<file path="src/common/kes_defines.svh">
// Constants for the keyboard controller emulation status block.
// Assumes an 8-bit host I/O address and 8-bit configuration index space.
`ifndef KES_DEFINES_SVH
`define KES_DEFINES_SVH

// ----------------------------------------------------------------
// Host I/O ports
// ----------------------------------------------------------------
`define KES_PORT_DATA 8'h60
`define KES_PORT_CMD 8'h64

// ----------------------------------------------------------------
// Configuration index registers
// ----------------------------------------------------------------
`define KES_IDX_SEL 8'hC0
`define KES_IDX_EN 8'hC1
`define KES_IDX_STW 8'hC5
`define KES_SEL_AUX 0
`define KES_EN_LO 2
`define KES_EN_HI 3

// ----------------------------------------------------------------
// Status bit positions, reset and idle values
// ----------------------------------------------------------------
`define KES_B_OBF 0
`define KES_B_IBF 1
`define KES_B_SYS 2
`define KES_B_CMD 3
`define KES_B_ENB 4
`define KES_B_TTO 5
`define KES_B_RTO 6
`define KES_B_PAR 7
`define KES_RST_BYTE 8'h00
`define KES_RD_IDLE 8'hFF
`define KES_EN_OFF 2'h0

`endif

</file>
<file path="src/common/kes_pkg.sv">
// Types for the keyboard controller emulation status block.
// Assumes kes_defines.svh is included by the users of the bit positions.
package kes_pkg;
   typedef logic [7:0] kes_byte_t;
   typedef logic [1:0] kes_en_t;
endpackage

</file>
<file path="src/common/kes_if.sv">
// Carries buffer state from the status logic to the interrupt logic.
// Assumes both ends run on the same clock.
`timescale 1ns/10ps
interface kes_if;
   logic obf;
   logic aux_mode;
   logic aux_full;
   logic data_rd;
   logic kbd_irq;
   logic mouse_irq;
   modport ctl (output obf, output aux_mode, output aux_full, output data_rd,
                input kbd_irq, input mouse_irq);
   modport irq (input obf, input aux_mode, input aux_full, input data_rd,
                output kbd_irq, output mouse_irq);
endinterface

</file>
<file path="src/hw/kes_irq.sv">
// Keyboard and mouse interrupt request generation.
// Assumes output-buffer state and data-port reads arrive over kes_if.
`timescale 1ns/10ps
module kes_irq (
   input wire logic clock,
   input wire logic sys_rst,
   kes_if.irq bus
);
   logic kbd_r, kbd_nxt, mouse_r, mouse_nxt;

   // ----------------------------------------------------------------
   // Request lines
   // ----------------------------------------------------------------
   // A data-port read drops the line on the next edge, the same edge that clears
   // the buffer flag, rather than a cycle later when the cleared flag is seen here.
   // In mouse mode a keyboard byte leaves bit 5 clear, so the byte still
   // raises the keyboard line rather than leaving both lines quiet.
   always_comb begin
      kbd_nxt = bus.obf && !(bus.aux_mode && bus.aux_full) && !bus.data_rd;
      mouse_nxt = bus.obf && bus.aux_mode && bus.aux_full && !bus.data_rd;
   end

   always_ff @(posedge clock) begin
      if (sys_rst) begin
         kbd_r <= 1'b0;
         mouse_r <= 1'b0;
      end else begin
         kbd_r <= kbd_nxt;
         mouse_r <= mouse_nxt;
      end
   end

   assign bus.kbd_irq = kbd_r;
   assign bus.mouse_irq = mouse_r;
endmodule

</file>
<file path="src/hw/kes_status.sv">
// Status register of the keyboard controller emulation, host side ports and
// configuration writes from the emulation software.
// Assumes host I/O and configuration strobes are one-cycle pulses on clock.
//
// Summary of operation
// - Status port reads only while the two-bit enable field at C1h is nonzero.
// - Bit 5 is time-out when C0h bit 0 clear, mouse buffer full when set.
// - Command flag set by command port write, cleared by data port write.
// - System flag status bit shows emulated command byte bit two.
// - System flag is 0 after reset until a diagnostic pass is posted.
// - Input full is 1 until the emulation consumes the last host byte.
// - Output full is 1 while a byte waits for the host to read.
// - Mouse mode with bits 0 and 5 set raises the mouse request.
// - Keyboard mode with output full raises the keyboard request.
// - A host data port read clears the active request.
`timescale 1ns/10ps
`include "kes_defines.svh"
module kes_status (
   input wire logic clock,
   input wire logic sys_rst,
   input wire logic host_rd,
   input wire logic host_wr,
   input wire logic [7:0] host_addr,
   input wire logic [7:0] host_wdata,
   output logic [7:0] host_rdata,
   output logic host_rvalid,
   input wire logic cfg_wr,
   input wire logic [7:0] cfg_index,
   input wire logic [7:0] cfg_wdata,
   input wire logic sw_in_rd,
   output logic [7:0] sw_in_data,
   output logic sw_in_is_cmd,
   input wire logic sw_out_wr,
   input wire logic sw_out_aux,
   input wire logic [7:0] sw_out_data,
   output logic keyboard_interrupt_line,
   output logic mouse_interrupt_line
);
   kes_if link ();

   kes_pkg::kes_byte_t stat_r, stat_nxt;
   kes_pkg::kes_byte_t in_byte_r, in_byte_nxt;
   kes_pkg::kes_byte_t out_byte_r, out_byte_nxt;
   kes_pkg::kes_byte_t rdata_r, rdata_nxt;
   kes_pkg::kes_en_t en_r, en_nxt;
   logic aux_mode_r, aux_mode_nxt;
   logic rvalid_r, rvalid_nxt;
   logic enabled, wr_data, wr_cmd, rd_data, rd_stat, stw, host_wr_any;

   // ----------------------------------------------------------------
   // Access decode
   // ----------------------------------------------------------------
   // Host ports are only claimed while the emulation is enabled; when off,
   // reads answer the idle bus value and writes leave all state alone.
   always_comb begin
      enabled = (en_r != `KES_EN_OFF);
      wr_data = enabled && host_wr && (host_addr == `KES_PORT_DATA);
      wr_cmd = enabled && host_wr && (host_addr == `KES_PORT_CMD);
      rd_data = enabled && host_rd && (host_addr == `KES_PORT_DATA);
      rd_stat = enabled && host_rd && (host_addr == `KES_PORT_CMD);
      stw = cfg_wr && (cfg_index == `KES_IDX_STW);
      host_wr_any = wr_data || wr_cmd;
   end

   // ----------------------------------------------------------------
   // Configuration
   // ----------------------------------------------------------------
   always_comb begin
      en_nxt = en_r;
      aux_mode_nxt = aux_mode_r;
      if (cfg_wr && (cfg_index == `KES_IDX_EN)) begin
         en_nxt = cfg_wdata[`KES_EN_HI:`KES_EN_LO];
      end
      if (cfg_wr && (cfg_index == `KES_IDX_SEL)) begin
         aux_mode_nxt = cfg_wdata[`KES_SEL_AUX];
      end
   end

   // ----------------------------------------------------------------
   // Status flags
   // ----------------------------------------------------------------
   // In both buffer-full flags the setting event is applied last, so a set in
   // the same cycle as a clear wins.
   always_comb begin
      stat_nxt = stat_r;
      in_byte_nxt = in_byte_r;
      out_byte_nxt = out_byte_r;
      if (stw) begin
         stat_nxt[`KES_B_PAR] = cfg_wdata[`KES_B_PAR];
         stat_nxt[`KES_B_RTO] = cfg_wdata[`KES_B_RTO];
         stat_nxt[`KES_B_ENB] = cfg_wdata[`KES_B_ENB];
         stat_nxt[`KES_B_SYS] = cfg_wdata[`KES_B_SYS];
         stat_nxt[`KES_B_TTO] = cfg_wdata[`KES_B_TTO];
      end
      if (sw_in_rd) begin
         stat_nxt[`KES_B_IBF] = 1'b0;
      end
      if (rd_data) begin
         stat_nxt[`KES_B_OBF] = 1'b0;
      end
      if (sw_out_wr) begin
         out_byte_nxt = sw_out_data;
         stat_nxt[`KES_B_OBF] = 1'b1;
         if (aux_mode_r) begin
            stat_nxt[`KES_B_TTO] = sw_out_aux;
         end
      end
      if (host_wr_any) begin
         in_byte_nxt = host_wdata;
         stat_nxt[`KES_B_IBF] = 1'b1;
         stat_nxt[`KES_B_CMD] = wr_cmd;
      end
   end

   // ----------------------------------------------------------------
   // Host read data
   // ----------------------------------------------------------------
   always_comb begin
      rdata_nxt = `KES_RD_IDLE;
      rvalid_nxt = rd_data || rd_stat;
      if (rd_stat) begin
         rdata_nxt = stat_r;
      end else if (rd_data) begin
         rdata_nxt = out_byte_r;
      end
   end

   always_ff @(posedge clock) begin
      if (sys_rst) begin
         stat_r <= `KES_RST_BYTE;
         in_byte_r <= `KES_RST_BYTE;
         out_byte_r <= `KES_RST_BYTE;
         rdata_r <= `KES_RD_IDLE;
         rvalid_r <= 1'b0;
         en_r <= `KES_EN_OFF;
         aux_mode_r <= 1'b0;
      end else begin
         stat_r <= stat_nxt;
         in_byte_r <= in_byte_nxt;
         out_byte_r <= out_byte_nxt;
         rdata_r <= rdata_nxt;
         rvalid_r <= rvalid_nxt;
         en_r <= en_nxt;
         aux_mode_r <= aux_mode_nxt;
      end
   end

   // ----------------------------------------------------------------
   // Interrupt requests
   // ----------------------------------------------------------------
   assign link.obf = stat_r[`KES_B_OBF];
   assign link.aux_mode = aux_mode_r;
   assign link.aux_full = stat_r[`KES_B_TTO];
   assign link.data_rd = rd_data;

   kes_irq u_irq (
      .clock(clock),
      .sys_rst(sys_rst),
      .bus(link.irq)
   );

   assign host_rdata = rdata_r;
   assign host_rvalid = rvalid_r;
   assign sw_in_data = in_byte_r;
   assign sw_in_is_cmd = stat_r[`KES_B_CMD];
   assign keyboard_interrupt_line = link.kbd_irq;
   assign mouse_interrupt_line = link.mouse_irq;
endmodule

</file>
<file path="config.mk">
export PLATFORM = sky130hd
export DESIGN_NAME = kes_status
export DESIGN_NICKNAME = d
export VERILOG_FILES = /design/src/common/kes_pkg.sv /design/src/common/kes_if.sv /design/src/hw/kes_irq.sv /design/src/hw/kes_status.sv
export VERILOG_INCLUDE_DIRS = /design/src /design/src/common
export SDC_FILE = /design/constraint.sdc
export NUM_CORES = 1
export LEC_CHECK = 0
export ABC_CLOCK_PERIOD_IN_PS = 2200
export BUFFER_PORTS_ARGS = -buffer_cell sky130_fd_sc_hd__clkbuf_2
export CORE_ASPECT_RATIO = 1.4
export CORE_MARGIN = 2
export CORE_UTILIZATION = 49
export CTS_BUF_LIST = sky130_fd_sc_hd__clkbuf_8
export DETAILED_ROUTE_END_ITERATION = 10
export PLACE_DENSITY = 0.82
export SLEW_MARGIN = 30
export SYNTH_ARGS = -nofsm -noshare
export SYNTH_HDL_FRONTEND = slang
export SYNTH_SLANG_ARGS = --single-unit
export TNS_END_PERCENT = 20
</file>
<file path="constraint.sdc">
create_clock -name clock -period 2.2 [get_ports clock]
set_clock_uncertainty 0.2 [all_clocks]
set_input_delay 0.44 -clock clock [delete_from_list [all_inputs] [get_ports clock]]
set_output_delay 0.44 -clock clock [all_outputs]
set_load 0.03 [all_outputs]
</file>
==> metrics.txt, run 1 <==
hold-critical path depth=3; Synth Area per Inst=10.28 sq um; Power Total=1.406 mW; setup TNS=0 ps; Die Y=71.91 um; Slew Limit Fails=0; Row Count=24; aggregate global-route resource usage=0.1770; total nets after synthesis=205; share of layout cells above drive strength 1=0.3689; top cell type's share of synthesized area=0.4713; setup bufs post-CTS=0; VDD IR-drop max=0.5164 mV; CTS tree=built; CTS sink count=38; RePlAce Congestion=0.7511; worst-margin pin slew=504.8 ps; Power Internal=1.095 mW; Max Root-Sink Buffers=2; PortBufs=66; CTS Root Cell=clkbuf_8; vias in the first global route=1213; largest net degree at the start of global routing=40; Critical Path Start Type=input pin; crit share post-route=0.7892; HP Class=in2reg; Final Critical Period=1736 ps; worst skew pair latency=290 ps; via count=1334; Syn Std Cell Area=1614 sq um; final setup violating endpoints=0; RSZ-0062 raised after global routing=false; final WL=3117 um; combinational share of power=0.082; DRT iter0 DRCs=20; share of power burned in the clock network=0.417; Detailed Place HPWL=2358 um; synthesized flop and latch total=38; Flop pwr share=0.501; CP max stage cell=or4b_1; Netlist cell types=31; Overflow after GRT=0; first-pass GRT wire length=5092 um; DRT antenna net count=0; Die X=52.51 um; FF-to-FF path depth=4; crit path max fanout=8; PD cells=674.4 nW/um^2; leading area contributor after synthesis=dfxtp_1; worst-path cell chain=clkbuf_2, or4b_1, nor3_2, buf_4, mux2i_1; NetSw=0.3104 mW; slew margin rel.=0.6609; register area share after synthesis=0.4713; max-cap violations=0; Initial Util=0.5168; Vias per Instance=5.053; Arrival @ worst endpoint=1750 ps; TritonCTS buffer count=5; Sw Ratio=0.2208; IO Count=68; nature of the critical path endpoint=flip-flop; clock transition time at the flip-flop clock pins of the worst setup and hold paths=80 ps; top cells by area, synth=dfxtp_1 47%, mux2i_1 17%, nand2b_1 8.9%, nor2_1 2.8%, nand2_1 2.6%; DRC=0; Leakage=0.8934 nW; Hold Buf Count CTS=0; Pre-Repair DR Iteration Count=4; most frequent cells in the layout=66 x clkbuf_2, 38 x dfxtp_1, 27 x mux2i_1; CTS resizes=0; Gate Count Post-Synth=157; Inserted Diodes=0; Final Hold Fails=0; CP Data Required Time=2220 ps; initial antenna violation count=0; drt wl/cell=11.81 um; Core Footprint=3123 sq um; htree depth=2; synth warn=0; most common cell after layout, fill and taps aside=clkbuf_2; Area Growth Syn to Fin=29.15%; max incr delay on CP=530 ps; max frequency=575.9 MHz; status=finished clean; CP Class=in2reg; Layout Nets=272; Die ar.=3776 sq um
-- per-layer routing --
| layer | share of wire | routed length [um] | vias to the layer above | GRT usage |
|---|---|---|---|---|
| met4 | 0.025 | 78 | 0 | 0.09117 |
| met1 | 0.41 | 1283 | 593 | 0.2013 |
| li1 | - | - | 684 | - |
| met3 | 0.062 | 194 | 7 | 0.04527 |
| met2 | 0.50 | 1560 | 50 | 0.2986 |
| met5 | 0 | 0 | - | 0 |
-- worst max-delay path, delay by kind of cell --
| family | cells | cell delay, ps |
|---|---|---|
| buffers and inverters | 2 | 330 |
| multiplexers | 1 | 190 |
| AND/OR/NAND/NOR | 2 | 780 |
-- sequential cells by signal, summed over array words and instances (netlist names) --
| signal | flops |
|---|---|
| en_r | 2 |
| u_irq.bus.kbd_irq | 1 |
| host_rdata | 8 |
| out_byte_r | 8 |
| u_irq.bus.mouse_irq | 1 |
| host_rvalid | 1 |
| sw_in_data | 8 |
| stat_r | 8 |
| aux_mode_r | 1 |
-- path summary, 6_finish.rpt --
kind / from / endpoint / slack (ps)
worst min-delay path: sw_out_data[4] / out_byte_r[4]$_SDFFE_PP0P_ / 180
worst min register to register: out_byte_r[0]$_SDFFE_PP0P_ / host_rdata[0]$_SDFF_PP1_ / 270
worst max-delay path: host_addr[0] / sw_in_data[7]$_SDFFE_PP0P_ / 460
worst max register to register: en_r[0]$_SDFFE_PP0P_ / sw_in_data[7]$_SDFFE_PP0P_ / 740
-- cells by family after synthesis --
logic type | share of synthesized area
and+or+nand+nor | 0.2612
DFF | 0.4713
muxes | 0.1674
AOI/OAI and AO/OA | 0.07132
buffers and inverters | 0.02867
-- synth_stat cells (all sizes together) --
| library cell | instances |
|---|---|
| nand2b | 23 |
| o31a | 1 |
| and2 | 1 |
| inv | 1 |
| a211oi | 1 |
| a21oi | 7 |
| o31ai | 4 |
| o21ba | 1 |
| nand2 | 11 |
| nor4b | 1 |
| buf | 4 |
| nor3 | 4 |
| mux2i | 27 |
| dfxtp | 38 |
| clkbuf | 4 |
| nor2 | 12 |
| nor4 | 2 |
| and4b | 1 |
| or4b | 2 |
| or3 | 1 |
| nor3b | 1 |
| o41ai | 1 |
| nand4bb | 1 |
| a2111oi | 1 |
| nand4b | 1 |
| nor2b | 1 |
| nand4 | 5 |
-- final cells by class --
cell class              count  area (sq um)
multi-input cells         110         812.0
fillers                   275          1039
inverters                   1         3.754
repair buffers             68         345.3
well taps                  39         48.80
flip-flops and latches     38         760.7
clock buffers               5         68.82
clock inverters             3         45.04
-- power groups by stage --
| stage | combinational, mW | clock [mW] | sequential [mW] |
|---|---|---|---|
| after floorplan | 0.0613 | 0 | 0.721 |
| after global placement | 0.114 | 0 | 0.719 |
| after detailed placement | 0.116 | 0 | 0.720 |
| after CTS | 0.116 | 0.597 | 0.704 |
| after global routing | 0.129 | 0.619 | 0.705 |
| final | 0.115 | 0.587 | 0.704 |
-- through the flow --
stage | hold slack [ps] | instances | cell area, sq um | util | setup slack (ps)
3_3_place_gp | 248.1 | 256 | 1971 | 0.6310 | 200.4
3_5_place_dp | 250.8 | 256 | 1971 | 0.6310 | 177.3
6_report | 181.8 | 264 | 2085 | 0.6675 | 463.7
2_1_floorplan | 235.8 | 157 | 1614 | - | 420.3
4_1_cts | 178.9 | 264 | 2085 | 0.6675 | 469.0
5_1_grt | 191.0 | 264 | 2085 | 0.6675 | 383.5
No activity file was read; power rests on OpenSTA's default activity.
==> run 2: changes to the inputs <==
--- a/config.mk
+++ b/config.mk
@@ -6,14 +6,14 @@
 export SDC_FILE = /design/constraint.sdc
 export NUM_CORES = 1
 export LEC_CHECK = 0
-export ABC_CLOCK_PERIOD_IN_PS = 2200
+export ABC_CLOCK_PERIOD_IN_PS = 1400
 export BUFFER_PORTS_ARGS = -buffer_cell sky130_fd_sc_hd__clkbuf_2
 export CORE_ASPECT_RATIO = 1.4
 export CORE_MARGIN = 2
-export CORE_UTILIZATION = 49
+export CORE_UTILIZATION = 44
 export CTS_BUF_LIST = sky130_fd_sc_hd__clkbuf_8
 export DETAILED_ROUTE_END_ITERATION = 10
-export PLACE_DENSITY = 0.82
+export PLACE_DENSITY = 0.77
 export SLEW_MARGIN = 30
 export SYNTH_ARGS = -nofsm -noshare
 export SYNTH_HDL_FRONTEND = slang
==> constraint.sdc (replaced) <==
create_clock -name clock -period 1.4 [get_ports clock]
set_clock_uncertainty 0.2 [all_clocks]
set_input_delay 0.28 -clock clock [delete_from_list [all_inputs] [get_ports clock]]
set_output_delay 0.28 -clock clock [all_outputs]
set_load 0.03 [all_outputs]
==> run 2 against run 1 <==
  * The run now ends with negative setup slack left
  * Critical path depth stayed put
  * Worst setup slack worse by 470 ps
  * Sequential power is 58% higher
  * Utilization is 5.0 points lower
  * Critical path type unchanged
  * Highest routed layer unchanged
==> metrics.txt, run 2 (synthesis gave the netlist of run 1 again) <==
DRT iter0 DRCs=14 (-30%); Initial Util=0.4510 (-0.06578); CTS sink count=38 (unchanged); max-cap violations=0 (unchanged); Worst Hold End=stat_r[6]$_SDFFE_PP0P_; share of layout cells above drive strength 1=0.4060 (+0.03709); worst-path cell chain=clkbuf_2, or4b_4, nor3_2, buf_6, mux2i_1; NetSw=0.4839 mW (+56%); htree depth=2 (unchanged); Leakage=0.9694 nW (+8.5%); worst-margin pin slew=279.0 ps (-225.7 ps); CTS tree=built; initial antenna violation count=0 (unchanged); RePlAce Congestion=0.7206 (-4.1%); Die Y=75.66 um (+5.2%); multi-input logic area=833.3 sq um (+2.6%); CP Class=in2reg; clock transition time at the flip-flop clock pins of the worst setup and hold paths=80 ps (about the same); final setup violating endpoints=2 (+2); drt wl/cell=12.20 um (+3.4%); Fillers=335 (+22%); IO Count=68 (unchanged); WHS=20.77 ps (-161.0 ps); Final Util=0.6175 (-0.04998); Die ar.=4175 sq um (+11%); first-pass GRT wire length=5533 um (+8.7%); RR Startpoint=en_r[0]$_SDFFE_PP0P_; HP Class=in2reg; max incr delay on CP=530 ps (about the same); Pre-Repair DR Iteration Count=4 (unchanged); status=finished with violations; TritonCTS buffer count=5 (unchanged); Reg2Reg Capture Point=host_rdata[1]$_SDFF_PP1_; PD cells=1108 nW/um^2 (+64%); Area Growth Syn to Fin=36.90%; crit share post-route=1.007; Slew Limit Fails=0 (unchanged); most common cell after layout, fill and taps aside=clkbuf_2; slack of the critical path=-9.142 ps (-472.8 ps); Core Footprint=3578 sq um (+15%); crit path max fanout=10 (+2); FF-to-FF path depth=5 (+1); hold-critical path depth=3 (unchanged); Layout Nets=281 (+3.3%); CP max stage cell=or4b_4; Worst Min Path Start=cfg_wdata[6]; via count=1362 (+2.1%); Die X=55.19 um (+5.1%); CTS Root Cell=clkbuf_8; pre-CTS WS=-323.7 ps (-500.9 ps); most frequent cells in the layout=66 x clkbuf_2, 38 x dfxtp_1, 27 x mux2i_1; Power Internal=1.965 mW (+79%); VDD IR-drop max=1.087 mV (+110%); Final Critical Period=1409 ps; CP Data Required Time=1410 ps (-810 ps); Detailed Place HPWL=2649 um (+12%); PortBufs=66 (unchanged); Arrival @ worst endpoint=1420 ps (-330 ps); Critical Path Start Type=input pin; share of power burned in the clock network=0.466 (+0.049); Row Count=26 (+8.3%); nature of the critical path endpoint=flip-flop; Vias per Instance=4.935 (-2.3%); vias in the first global route=1282 (+5.7%); Placed Cells=268 (+4.7%); Final Hold Fails=0 (unchanged); largest net degree at the start of global routing=34 (-15%); RSZ-0062 raised after global routing=true; max frequency=709.7 MHz; DRC=0 (unchanged); Sw Ratio=0.1976 (-0.02316); slew margin rel.=0.8132 (+0.1523); aggregate global-route resource usage=0.1837 (+0.006691); worst skew pair latency=290 ps (about the same); Post-Layout Cell Count=276 (+4.5%); Max Root-Sink Buffers=2 (unchanged); failing checks=negative setup slack; Hold Buf Count CTS=0 (unchanged); sequential cell area=760.7 sq um (unchanged); DRT antenna net count=0 (unchanged); Overflow after GRT=0 (unchanged); Inserted Diodes=0 (unchanged); combinational share of power=0.082 (about the same); Flop pwr share=0.452 (-0.049); final WL=3368 um (+8.1%); worst reg-to-reg setup slack=90 ps (-650 ps)
## run 2: cell types whose count changed in the layout (fill, tap and decap cells not counted), sizes merged
cell	previous run	this run
bufinv	1	2
clkinvlp	2	0
buf	2	11
clkbuf	71	72
## run 2: layer usage
metal	GRT usage	wire length, um
met5	0	0
met4	0.08943	58
met3	0.03725	199
met1	0.2239	1432
met2	0.3029	1677
## run 2: repair_timing
action,CTS,global route
resized for setup,3,1
endpoints found under the setup margin,8,12
setup buffers,0,0
## run 2: power groups by stage
stage / sequential, mW / clock (mW) / combinational (mW)
after floorplan: 1.13 / 0 / 0.0970
after global placement: 1.13 / 0 / 0.196
after detailed placement: 1.13 / 0 / 0.200
after CTS: 1.11 / 1.16 / 0.203
after global routing: 1.11 / 1.20 / 0.225
final: 1.11 / 1.14 / 0.202
## run 2: area by class of cell
cell class | count | share of cell area
multi-input cells | 110 | 0.3771
clock inverters | 2 | 0.02718
clock buffers | 6 | 0.03737
repair buffers | 77 | 0.1886
flip-flops and latches | 38 | 0.3443
inverters | 1 | 0.001699
well taps | 42 | 0.02378
## run 2: critical path, delay by kind of cell
kind	cells	cell delay (ps)
AND/OR/NAND/NOR	2	660
multiplexers	1	200
buffers and inverters	2	280
## run 2: how the worst max path moves through the flow
stage | endpoint | start | cells after the start | slack [ps]
finish | stat_r[3]$_SDFFE_PP0P_ | host_addr[0] | 5 | -9
global route | stat_r[3]$_SDFFE_PP0P_ | host_addr[0] | 5 | -50
CTS | stat_r[3]$_SDFFE_PP0P_ | host_addr[0] | 5 | 1
detailed placement | stat_r[3]$_SDFFE_PP0P_ | host_addr[0] | 5 | -320
global placement | stat_r[3]$_SDFFE_PP0P_ | host_addr[0] | 5 | -280
floorplan | stat_r[3]$_SDFFE_PP0P_ | host_addr[0] | 4 | -170
## run 2: through the flow
stage,power [mW],TNS (ps),cell area (sq um)
4_1_cts,2.466,0,2201
6_report,2.449,-11.32,2210
3_3_place_gp,1.326,-7220,2046
3_5_place_dp,1.331,-7761,2046
2_1_floorplan,1.229,-3244,1618
5_1_grt,2.535,-325.1,2210
